**config.mk**
```make
export PLATFORM = sky130hd
export DESIGN_NAME = sbp_bus_port
export DESIGN_NICKNAME = d
export VERILOG_FILES = /design/src/core/sbp_pkg.sv /design/src/core/sbp_bus_port.sv /design/src/core/sbp_skid_buf.sv /design/src/core/sbp_timebase.sv
export SDC_FILE = /design/constraint.sdc
export NUM_CORES = 1
export LEC_CHECK = 0
export BUFFER_PORTS_ARGS = -buffer_cell sky130_fd_sc_hd__buf_2
export CAP_MARGIN = 40
export CORE_MARGIN = 2
export CORE_UTILIZATION = 35
export DETAILED_ROUTE_END_ITERATION = 16
export GPL_ROUTABILITY_DRIVEN = 0
export HOLD_SLACK_MARGIN = 0.06
export MAX_ROUTING_LAYER = met4
export PLACE_DENSITY_LB_ADDON = 0.08
export SETUP_SLACK_MARGIN = 0.05
export SYNTH_ARGS = -nofsm -noshare
export SYNTH_HDL_FRONTEND = slang
export SYNTH_SLANG_ARGS = --single-unit
```
**constraint.sdc**
```tcl
create_clock -name ref_clk -period 2.3 [get_ports ref_clk]
set_input_delay 0.115 -clock ref_clk [delete_from_list [all_inputs] [get_ports ref_clk]]
set_output_delay 0.115 -clock ref_clk [all_outputs]
set_load 0.05 [all_outputs]
```
**src/core/sbp_pkg.sv**
```systemverilog
package sbp_pkg;

  // ==========================================================================
  // Widths
  localparam int unsigned BUS_W = 8;

  // ==========================================================================
  // Timing: oscillator divided by three, then by five per machine cycle
  localparam int unsigned OSC_DIV = 3;
  localparam int unsigned CYC_DIV = 5;
  localparam logic [1:0] OSC_CNT_MAX = 2'h2;
  localparam logic [2:0] CYC_CNT_MAX = 3'h4;
  // Strobe low from state 1 to state 3 of a machine cycle
  localparam logic [2:0] STB_START = 3'h1;
  localparam logic [2:0] STB_END = 3'h3;
  localparam logic [2:0] ALE_STATE = 3'h0;
  localparam int unsigned RST_MIN_CYC = 5;

  // ==========================================================================
  // Commands
  typedef enum logic [2:0] {
    SBP_CMD_NONE,
    SBP_CMD_LATCH_OUT,
    SBP_CMD_STROBED_IN,
    SBP_CMD_EXT_WR,
    SBP_CMD_EXT_RD
  } sbp_cmd_t;

  localparam logic [7:0] BUS_RST = 8'h00;
  localparam int unsigned BUF_DEPTH = 2;

endpackage : sbp_pkg

```
**src/core/sbp_bus_port.sv**
```systemverilog
module sbp_bus_port (
  // Clock and reset
  input wire logic ref_clk,
  input wire logic rstn,
  // Command from the core
  input wire logic cmd_valid,
  output logic cmd_ready,
  input wire sbp_pkg::sbp_cmd_t cmd_op,
  input wire logic [7:0] cmd_wdata,
  // Read data to the core
  output logic rd_valid,
  input wire logic rd_ready,
  output logic [7:0] rd_data,
  // Bus pins
  input wire logic [7:0] bus_in,
  output logic [7:0] bus_out,
  output logic bus_oe_n,
  output logic rd_n,
  output logic wr_n,
  output logic ale,
  // Test inputs
  input wire logic test_input_zero,
  input wire logic test_input_one,
  input wire logic ext_int_n,
  output logic test_zero_q,
  output logic test_one_q,
  output logic ext_int_n_q,
  // Single step and RAM guard
  input wire logic step_pause_n,
  input wire logic ram_req,
  output logic ram_grant,
  output logic instr_run
);

  typedef enum logic [1:0] {
    SBP_IDLE,
    SBP_WAIT,
    SBP_STROBE,
    SBP_DONE
  } sbp_state_t;

  logic state_en;
  logic cycle_en;
  logic [2:0] state_idx;
  sbp_state_t st_q;
  sbp_pkg::sbp_cmd_t op_q;
  logic [7:0] out_q;
  logic latched_q;
  logic [7:0] bus_s1_q;
  logic [7:0] bus_s2_q;
  logic [2:0] tst_s1_q;
  logic [2:0] tst_s2_q;
  logic [1:0] ss_s_q;
  logic halted_q;
  logic push_valid;
  logic push_ready;
  logic [7:0] cap_q;
  logic cap_v_q;
  logic is_rd;
  logic is_wr;
  logic stb_end;

  // ==========================================================================
  // Machine timing
  sbp_timebase u_tb (
    .ref_clk(ref_clk),
    .rstn(rstn),
    .state_en(state_en),
    .state_idx(state_idx),
    .cycle_en(cycle_en)
  );

  assign ale = (state_idx == sbp_pkg::ALE_STATE) && !halted_q;

  // ==========================================================================
  // Synchronisers for pins
  always_ff @(posedge ref_clk or negedge rstn)
  begin
    if (!rstn)
    begin
      bus_s1_q <= 8'h00;
      bus_s2_q <= 8'h00;
      tst_s1_q <= 3'h0;
      tst_s2_q <= 3'h0;
      ss_s_q <= 2'h3;
    end
    else
    begin
      bus_s1_q <= bus_in;
      bus_s2_q <= bus_s1_q;
      tst_s1_q <= {ext_int_n, test_input_one, test_input_zero};
      tst_s2_q <= tst_s1_q;
      ss_s_q <= {ss_s_q[0], step_pause_n};
    end
  end

  // Direct branch sampling without an accumulator load
  assign test_zero_q = tst_s2_q[0];
  assign test_one_q = tst_s2_q[1];
  assign ext_int_n_q = tst_s2_q[2];

  // ==========================================================================
  // Data RAM guard: reset stops every access
  assign ram_grant = rstn && ram_req;

  // ==========================================================================
  // Single step: halt at the end of a machine cycle in which the sequencer is idle while step is low
  // Enter and leave only on a cycle boundary so every ALE pulse stays whole;
  // a step pulse shorter than one machine cycle may therefore be missed
  always_ff @(posedge ref_clk or negedge rstn)
  begin
    if (!rstn)
      halted_q <= 1'b0;
    else if (cycle_en)
    begin
      if (ss_s_q[1])
        halted_q <= 1'b0;
      else if (st_q == SBP_IDLE)
        halted_q <= 1'b1;
    end
  end

  assign instr_run = !halted_q;

  // ==========================================================================
  // Transfer sequencer
  assign is_rd = (op_q == sbp_pkg::SBP_CMD_EXT_RD) || (op_q == sbp_pkg::SBP_CMD_STROBED_IN);
  assign is_wr = (op_q == sbp_pkg::SBP_CMD_EXT_WR) || (op_q == sbp_pkg::SBP_CMD_LATCH_OUT);
  assign stb_end = state_en && (state_idx == sbp_pkg::STB_END);
  // Refuse new commands while halted, busy, a capture waits, or a halt starts
  // now: a command taken on that edge would run with ALE already stopped
  assign cmd_ready = (st_q == SBP_IDLE) && !halted_q && !cap_v_q &&
                     !(cycle_en && !ss_s_q[1]);

  always_ff @(posedge ref_clk or negedge rstn)
  begin
    if (!rstn)
    begin
      st_q <= SBP_IDLE;
      op_q <= sbp_pkg::SBP_CMD_NONE;
    end
    else
    begin
      case (st_q)
        SBP_IDLE:
        begin
          if (cmd_valid && cmd_ready && cmd_op != sbp_pkg::SBP_CMD_NONE)
          begin
            op_q <= cmd_op;
            st_q <= SBP_WAIT;
          end
        end
        SBP_WAIT:
        begin
          if (state_en && state_idx == sbp_pkg::ALE_STATE)
            st_q <= SBP_STROBE;
        end
        SBP_STROBE:
        begin
          if (stb_end)
            st_q <= SBP_DONE;
        end
        SBP_DONE:
        begin
          st_q <= SBP_IDLE;
          op_q <= sbp_pkg::SBP_CMD_NONE;
        end
        default:
          st_q <= SBP_IDLE;
      endcase
    end
  end

  // Strobes low during the strobe window, also for static commands
  assign rd_n = !((st_q == SBP_STROBE) && is_rd);
  assign wr_n = !((st_q == SBP_STROBE) && is_wr);

  // ==========================================================================
  // Output latch
  always_ff @(posedge ref_clk or negedge rstn)
  begin
    if (!rstn)
      out_q <= sbp_pkg::BUS_RST;
    else if (cmd_valid && cmd_ready && (cmd_op == sbp_pkg::SBP_CMD_LATCH_OUT ||
             cmd_op == sbp_pkg::SBP_CMD_EXT_WR))
      out_q <= cmd_wdata;
  end

  // Static latch keeps driving until a read or an external move
  always_ff @(posedge ref_clk or negedge rstn)
  begin
    if (!rstn)
      latched_q <= 1'b0;
    else if (st_q == SBP_DONE)
      latched_q <= (op_q == sbp_pkg::SBP_CMD_LATCH_OUT);
    else if (cmd_valid && cmd_ready && cmd_op != sbp_pkg::SBP_CMD_NONE &&
             cmd_op != sbp_pkg::SBP_CMD_LATCH_OUT)
      latched_q <= 1'b0;
  end

  assign bus_out = out_q;
  // One enable for all eight lines: direction is per byte
  assign bus_oe_n = !(latched_q || (is_wr && st_q != SBP_IDLE));

  // ==========================================================================
  // Read capture at the strobe trailing edge
  always_ff @(posedge ref_clk or negedge rstn)
  begin
    if (!rstn)
    begin
      cap_q <= 8'h00;
      cap_v_q <= 1'b0;
    end
    else if (stb_end && st_q == SBP_STROBE && is_rd)
    begin
      cap_q <= bus_s2_q;
      cap_v_q <= 1'b1;
    end
    else if (push_ready)
      cap_v_q <= 1'b0;
  end

  assign push_valid = cap_v_q;

  sbp_skid_buf #(
    .WIDTH(sbp_pkg::BUS_W)
  ) u_buf (
    .ref_clk(ref_clk),
    .rstn(rstn),
    .in_valid(push_valid),
    .in_ready(push_ready),
    .in_data(cap_q),
    .out_valid(rd_valid),
    .out_ready(rd_ready),
    .out_data(rd_data)
  );

endmodule : sbp_bus_port

```
**src/core/sbp_skid_buf.sv**
```systemverilog
module sbp_skid_buf #(
  parameter int unsigned WIDTH = 8
) (
  // Clock and reset
  input wire logic ref_clk,
  input wire logic rstn,
  // Fill side
  input wire logic in_valid,
  output logic in_ready,
  input wire logic [WIDTH-1:0] in_data,
  // Drain side
  output logic out_valid,
  input wire logic out_ready,
  output logic [WIDTH-1:0] out_data
);

  // Two entries: head and tail
  logic [WIDTH-1:0] ent0_q;
  logic [WIDTH-1:0] ent1_q;
  logic [1:0] cnt_q;
  logic push;
  logic pop;

  assign in_ready = (cnt_q != 2'h2);
  assign out_valid = (cnt_q != 2'h0);
  assign out_data = ent0_q;
  assign push = in_valid && in_ready;
  assign pop = out_valid && out_ready;

  always_ff @(posedge ref_clk or negedge rstn)
  begin
    if (!rstn)
      cnt_q <= 2'h0;
    else if (push && !pop)
      cnt_q <= cnt_q + 2'h1;
    else if (pop && !push)
      cnt_q <= cnt_q - 2'h1;
  end

  always_ff @(posedge ref_clk or negedge rstn)
  begin
    if (!rstn)
    begin
      ent0_q <= '0;
      ent1_q <= '0;
    end
    else
    begin
      if (pop)
      begin
        ent0_q <= (cnt_q == 2'h2) ? ent1_q : in_data;
        if (push)
          ent1_q <= in_data;
      end
      else if (push)
      begin
        if (cnt_q == 2'h0)
          ent0_q <= in_data;
        else
          ent1_q <= in_data;
      end
    end
  end

endmodule : sbp_skid_buf

```
**src/core/sbp_timebase.sv**
```systemverilog
module sbp_timebase (
  // Clock and reset
  input wire logic ref_clk,
  input wire logic rstn,
  // Enables
  output logic state_en,
  output logic [2:0] state_idx,
  output logic cycle_en
);

  logic [1:0] osc_cnt_q;
  logic [2:0] st_cnt_q;

  // ==========================================================================
  // Divide by three
  always_ff @(posedge ref_clk or negedge rstn)
  begin
    if (!rstn)
      osc_cnt_q <= 2'h0;
    else if (osc_cnt_q == sbp_pkg::OSC_CNT_MAX)
      osc_cnt_q <= 2'h0;
    else
      osc_cnt_q <= osc_cnt_q + 2'h1;
  end

  assign state_en = (osc_cnt_q == sbp_pkg::OSC_CNT_MAX);

  // ==========================================================================
  // Divide by five
  always_ff @(posedge ref_clk or negedge rstn)
  begin
    if (!rstn)
      st_cnt_q <= 3'h0;
    else if (state_en)
    begin
      if (st_cnt_q == sbp_pkg::CYC_CNT_MAX)
        st_cnt_q <= 3'h0;
      else
        st_cnt_q <= st_cnt_q + 3'h1;
    end
  end

  assign state_idx = st_cnt_q;
  assign cycle_en = state_en && (st_cnt_q == sbp_pkg::CYC_CNT_MAX);

endmodule : sbp_timebase

```
# [Yosys cells after proc, flatten, opt, wreduce, memory -nomap -nowiden]
# Index checks and enable logic that the tools add are counted.
[op_classes] n_reduce_logical=53 addsub=4 n_eq_ne=19 mux=24
[ops] operator="$mux W8" count=8
[ops] operator="$logic_and A1 B1 Y1" count=22
[ops] operator="$reduce_bool A2 Y1" count=9
[ops] operator="$eq A3 B2 Y1 const B" count=4
[ops] operator="$mux W2" count=6
[ops] operator="$logic_not A1 Y1" count=9
[ops] operator="$eq A2 B2 Y1 const B" count=4
[ops] operator="$pmux W2 S4" count=1
[ops] operator="$reduce_and A2 Y1" count=4
[ops] operator="$eq A3 B1 Y1 const B" count=2
[ops] operator="$eq A3 B3 Y1 const B" count=2
[ops] operator="$mux W1" count=6
[ops] operator="$mux W3" count=2
[ops] operator="$ne A2 B2 Y1 const B" count=3
[ops] operator="$pmux W3 S2" count=1
[ops] operator="$add A2 B1 Y2 const B" count=2
[ops] operator="$logic_not A2 Y1" count=2
[ops] operator="$logic_or A1 B1 Y1" count=4
[ops] operator="$ne A2 B1 Y1 const B" count=2
[ops] operator="$add A3 B1 Y3 const B" count=1
[ops] operator="$logic_not A3 Y1" count=1
[ops] operator="$ne A3 B1 Y1 const B" count=1
[ops] operator="$reduce_and A3 Y1" count=1
[ops] operator="$reduce_bool A3 Y1" count=1
[ops] operator="2 further kinds" count=2
[word_totals] inputBits=28 ff_bits=71 wordCells=117

# [Depth between registers and ports, before layout]
[logic_depth] depth_word=10 mapped_depth=7 ltp_nobuf=6

# [Modules after synthesis]
# Synthesis repeated with hierarchy kept, for this count alone.
[unflattened] hier_cells=213 area_unflattened_um2=2927.8
[modules_own_cells] module="sbp_bus_port" area_per_inst_um2=1741.7 n_inst=1 cells_per_inst=113
[modules_own_cells] module="sbp_skid_buf" area_per_inst_um2=945.9 n_inst=1 cells_per_inst=77
[modules_own_cells] module="sbp_timebase" area_per_inst_um2=240.2 n_inst=1 cells_per_inst=23

# [Worst setup path before layout]
# OpenSTA, ideal clock, no wires.
[synth_timing] kind="register -> register" from="register st_q[0]" to="register cap_q[0]" setup_time_ps=125 slack_ps=266 path_stages_with_launch=6 arrival_time_ps=1910 period_less_slack_ps=2034 path_cell_list="dfrtp_1 inv_1 ha_1 nand3b_1 nor2_4 mux2_2"
[synth_via] elab_chain_cells=3
[synth_lines] element="from (decl)" line="sbp_bus_port.sv:45" text="sbp_state_t st_q;"
[synth_lines] element="from (signal assigned)" line="sbp_bus_port.sv:139" text="st_q <= SBP_IDLE;"
[synth_lines] element="from (signal assigned)" line="sbp_bus_port.sv:150" text="st_q <= SBP_WAIT;"
[synth_lines] element="from (signal assigned)" line="sbp_bus_port.sv:156" text="st_q <= SBP_STROBE;"
[synth_lines] element="$eq A2 B2 Y1" line="sbp_bus_port.sv:214" text="else if (stb_end && st_q == SBP_STROBE && is_rd)"
[synth_lines] element="$logic_and A1 B1 Y1 (2 in series)" line="sbp_bus_port.sv:214"
[synth_lines] element="to (signal assigned)" line="sbp_bus_port.sv:216" text="cap_q <= bus_s2_q;"
[synth_lines] element="to (decl)" line="sbp_bus_port.sv:57" text="logic [7:0] cap_q;"
# Every way passes these cells.
# A chain may end at the register's enable or synchronous reset.

# [Worst setup path after layout]
[layout_timing] from="register u_tb.st_cnt_q[0] (netlist: u_tb.state_idx[0])" to="register out_q[4] (netlist: bus_out[4])"
[layout_via] elab_chain_cells=7
[layout_lines] element="from (decl)" line="sbp_timebase.sv:12" text="logic [2:0] st_cnt_q;"
[layout_lines] element="from (signal assigned)" line="sbp_timebase.sv:39" text="st_cnt_q <= st_cnt_q + 3'h1;"
[layout_lines] element="$eq A3 B3 Y1" line="sbp_timebase.sv:44" text="assign cycle_en = state_en && (st_cnt_q == sbp_pkg::CYC_CNT_MAX);"
[layout_lines] element="$logic_and A1 B1 Y1" line="sbp_timebase.sv:44"
[layout_lines] element="$logic_and A1 B1 Y1" line="sbp_bus_port.sv:133" text="!(cycle_en && !ss_s_q[1]);"
[layout_lines] element="$logic_not A1 Y1" line="sbp_bus_port.sv:133"
[layout_lines] element="$logic_and A1 B1 Y1" line="sbp_bus_port.sv:132" text="assign cmd_ready = (st_q == SBP_IDLE) && !halted_q && !cap_v_q &&"
[layout_lines] element="$logic_and A1 B1 Y1 (2 in series)" line="sbp_bus_port.sv:184" text="else if (cmd_valid && cmd_ready && (cmd_op == sbp_pkg::SBP_CMD_LATCH_OUT ||"
[layout_lines] element="to (signal assigned)" line="sbp_bus_port.sv:183" text="out_q <= sbp_pkg::BUS_RST;"
[layout_lines] element="to (signal assigned)" line="sbp_bus_port.sv:186" text="out_q <= cmd_wdata;"
[layout_lines] element="to (decl)" line="sbp_bus_port.sv:47" text="logic [7:0] out_q;"
# Every way passes these cells.

==> metrics.txt <==
asr flop ratio synth=100%; clk sinks=71; slew at the pin closest to its max-slew limit=0.457 ns; Final Max Slew Viols=0; status=finished clean; Final Core Density=47.2%; worst path arrival time=2.26 ns; crit-path max cell delay=0.41 ns; clock buffer depth=2; synthesized instance count=195; final std cells w/o fill=391; fin crit period=2.03 ns; port bufs=54; maximum vdd drop=827 µV; area post-placement=3200 µm²; Fill cells=701; Main synth FF type=dfrtp_1; CTS tree=built; Leak=0.00183 µW; CP max stage cell=nand4bb_1; fin crit share=88.4%; final hold vios=0; register area=1780 µm²; GRT Util Overall=13.0%; post-detailed-route via-to-cell ratio=4.45; crit-path cells=inv_1 -> ha_1 -> nand4b_2 -> o21ai_1 -> nand4bb_1 -> mux2_2; max-cap viol count=0; Worst-Skew Late Latency=0.34 ns; sequential-to-total area share from yosys stat=64.0%; unrepaired setup endpoints after global routing=false; Seq cells post-synth=71; critical path required time=2.53 ns; DP Cell Count=351; standard-cell rows=32; Final TNS setup=0 ns; syn_nets=232; layout cells sized above 1=36.3%; EDFF count, synth=0; synth unique cells=36; vias in the first global route=1783; post_cts resized=0; GR Overflow Total=0; pin count of the biggest net entering global routing=64; Vias=1740; ANT nets after route=0; Die X=93.1 µm; HPWL Detailed=3200 µm; Pre-Repair DR Iteration Count=4; Setup Skew=0.00605 ns; Worst Setup End Kind=flip-flop; Power Density=1150 nW/µm²; IO Pins=55; FMAX=492 MHz; footprint of the multi-input gates=952 µm²; DR WL/cell=12.1 µm; core area=7730 µm²; Clk pin slew, worst setup/hold paths=0.08 ns; Mapped Area=2780 µm²; CTS H-Tree Depth=3; initial DRC count=56; WL final=4750 µm; CP Launch Type=flip-flop; # setup viols final=0; Crit Path Max Fanout=8; Avg Inst Size Synth=14.3 µm²; synth-to-layout area growth=31.2%; Die H=93.1 µm; initial antenna violation count=0; Crit Path Category=reg2reg; diode count=0; first-pass GRT wire length=8380 µm; Root Driver=clkbuf_8; worst rel slew slack=69.4%; final design instance area without fill=3650 µm²; Syn. warnings=0; Post-CTS Setup Repair Bufs=0; Hold Path Class=in2reg; Starting Density=36.0%; Layout Nets=321; drt drc=0; cts bufs inserted=9; Die ar.=8670 µm²
[timing repair]
item | CTS | global route
hold buffers | 24 | 0
setup endpoints to repair | 0 | 0
endpoints found under the hold margin | 92 | 0
[cell type report]
type                            instances  area share (%)
Clock buffer                           10            3.77
Tap cell                              102            3.50
Sequential cell                        71            48.8
Inverter                                9           0.926
Multi-Input combinational cell        113            26.1
Clock inverter                          6            1.89
Timing Repair Buffer                   80            15.0
[layout by cell type (no fill, tap or decap), types with 2 or more instances in the layout]
cell	Yosys	routed
o21ai_0	12	12
dfstp_2	2	2
clkinv_4	0	2
ha_1	9	9
mux2i_1	10	10
buf_2	0	53
dfrtp_1	69	69
xor2_1	3	3
inv_1	9	9
dlygate4sd3_1	0	24
o22ai_1	2	2
mux2_2	24	24
nand3b_1	2	2
a21oi_1	2	2
a22o_1	3	3
nand2_1	16	16
buf_4	2	2
clkbuf_8	0	10
nor2b_1	4	4
nor2_1	6	6
[cell usage after synthesis (2+ instances only)]
master	n	share of area [%]
ha_1	9	4.1
dfstp_2	2	1.9
buf_4	2	0.54
mux2i_1	10	3.6
mux2_2	24	9.7
dfrtp_1	69	62
o21ai_0	12	2.2
nand2_1	16	2.2
o22ai_1	2	0.45
nand3b_1	2	0.54
a22o_1	3	0.95
inv_1	9	1.2
nor2b_1	4	0.90
a21oi_1	2	0.36
nor2_1	6	0.81
xor2_1	3	0.95
[registers in the layout, summed over array words and instances, names as in the netlist, 8 cells and up]
name            count
bus_out             8
cap_q               8
bus_s1_q            8
bus_s2_q            8
u_buf.ent1_q        8
u_buf.out_data      8
[kinds of logic after synthesis]
| family | count (synthesis) | synth area share (%) |
|---|---|---|
| flip-flops | 71 | 64.0 |
| AND/OR/NAND/NOR | 38 | 7.79 |
| multiplexers | 36 | 14.5 |
| AO/OA/AOI/OAI | 26 | 6.62 |
| buffers and inverters | 11 | 1.75 |
| adder cells (fa/ha/maj) | 9 | 4.05 |
| XOR/XNOR | 4 | 1.26 |
[per-stage QoR]
| stage | hold slack, ns | setup slack [ns] | total power, µW |
|---|---|---|---|
| 3_5_place_dp | 0.0673 | 0.262 | 3210 |
| 6_report | 0.226 | 0.266 | 4210 |
| 4_1_cts | 0.201 | 0.251 | 4290 |
| 5_1_grt | 0.237 | 0.0556 | 4480 |
| 2_1_floorplan | -0.181 | 0.266 | 2850 |
| 3_3_place_gp | 0.220 | 0.282 | 3200 |
[power breakdown]
part	internal, µW	switching, µW
clock network	536	476
logic	505	1020
registers	1510	164
total	2550	1660
[critical path: cells and delay by family (launching register included)]
kind	cells	cell delay, ns
adder cells (fa/ha/maj)	1	0.21
multiplexers	1	0.39
AND/OR/NAND/NOR	2	0.60
AO/OA/AOI/OAI	1	0.26
buffers and inverters	1	0.09
flip-flops	1	0.38
[routing by layer]
metal / vias to the layer above / track usage, % / part of all wire, %
met2: 51 / 18.5 / 43
met1: 831 / 16.8 / 49
met3: 5 / 5.48 / 5.9
li1: 853 / - / -
met4: 0 / 4.41 / 1.5
met5: - / - / 0
[path summary, 6_finish.rpt]
path	from	end	slack, ns	cells after the start
max	u_tb.state_idx[0]$_DFFE_PN0N_	bus_out[4]$_DFFE_PN0P_	0.27	6
min	rd_ready	u_buf.cnt_q[0]$_DFFE_PN0P_	0.23	4
max reg2reg	u_tb.state_idx[0]$_DFFE_PN0N_	bus_out[4]$_DFFE_PN0P_	0.27	6
min reg2reg	bus_s1_q[7]$_DFF_PN0_	bus_s2_q[7]$_DFF_PN0_	0.35	0
max in group asynchronous	rstn	ss_s_q[1]$_DFF_PN1_	1.49	4
min in group asynchronous	rstn	u_buf.out_data[0]$_DFFE_PN0P_	0.24	3
Power figures use the tool's default switching activity.
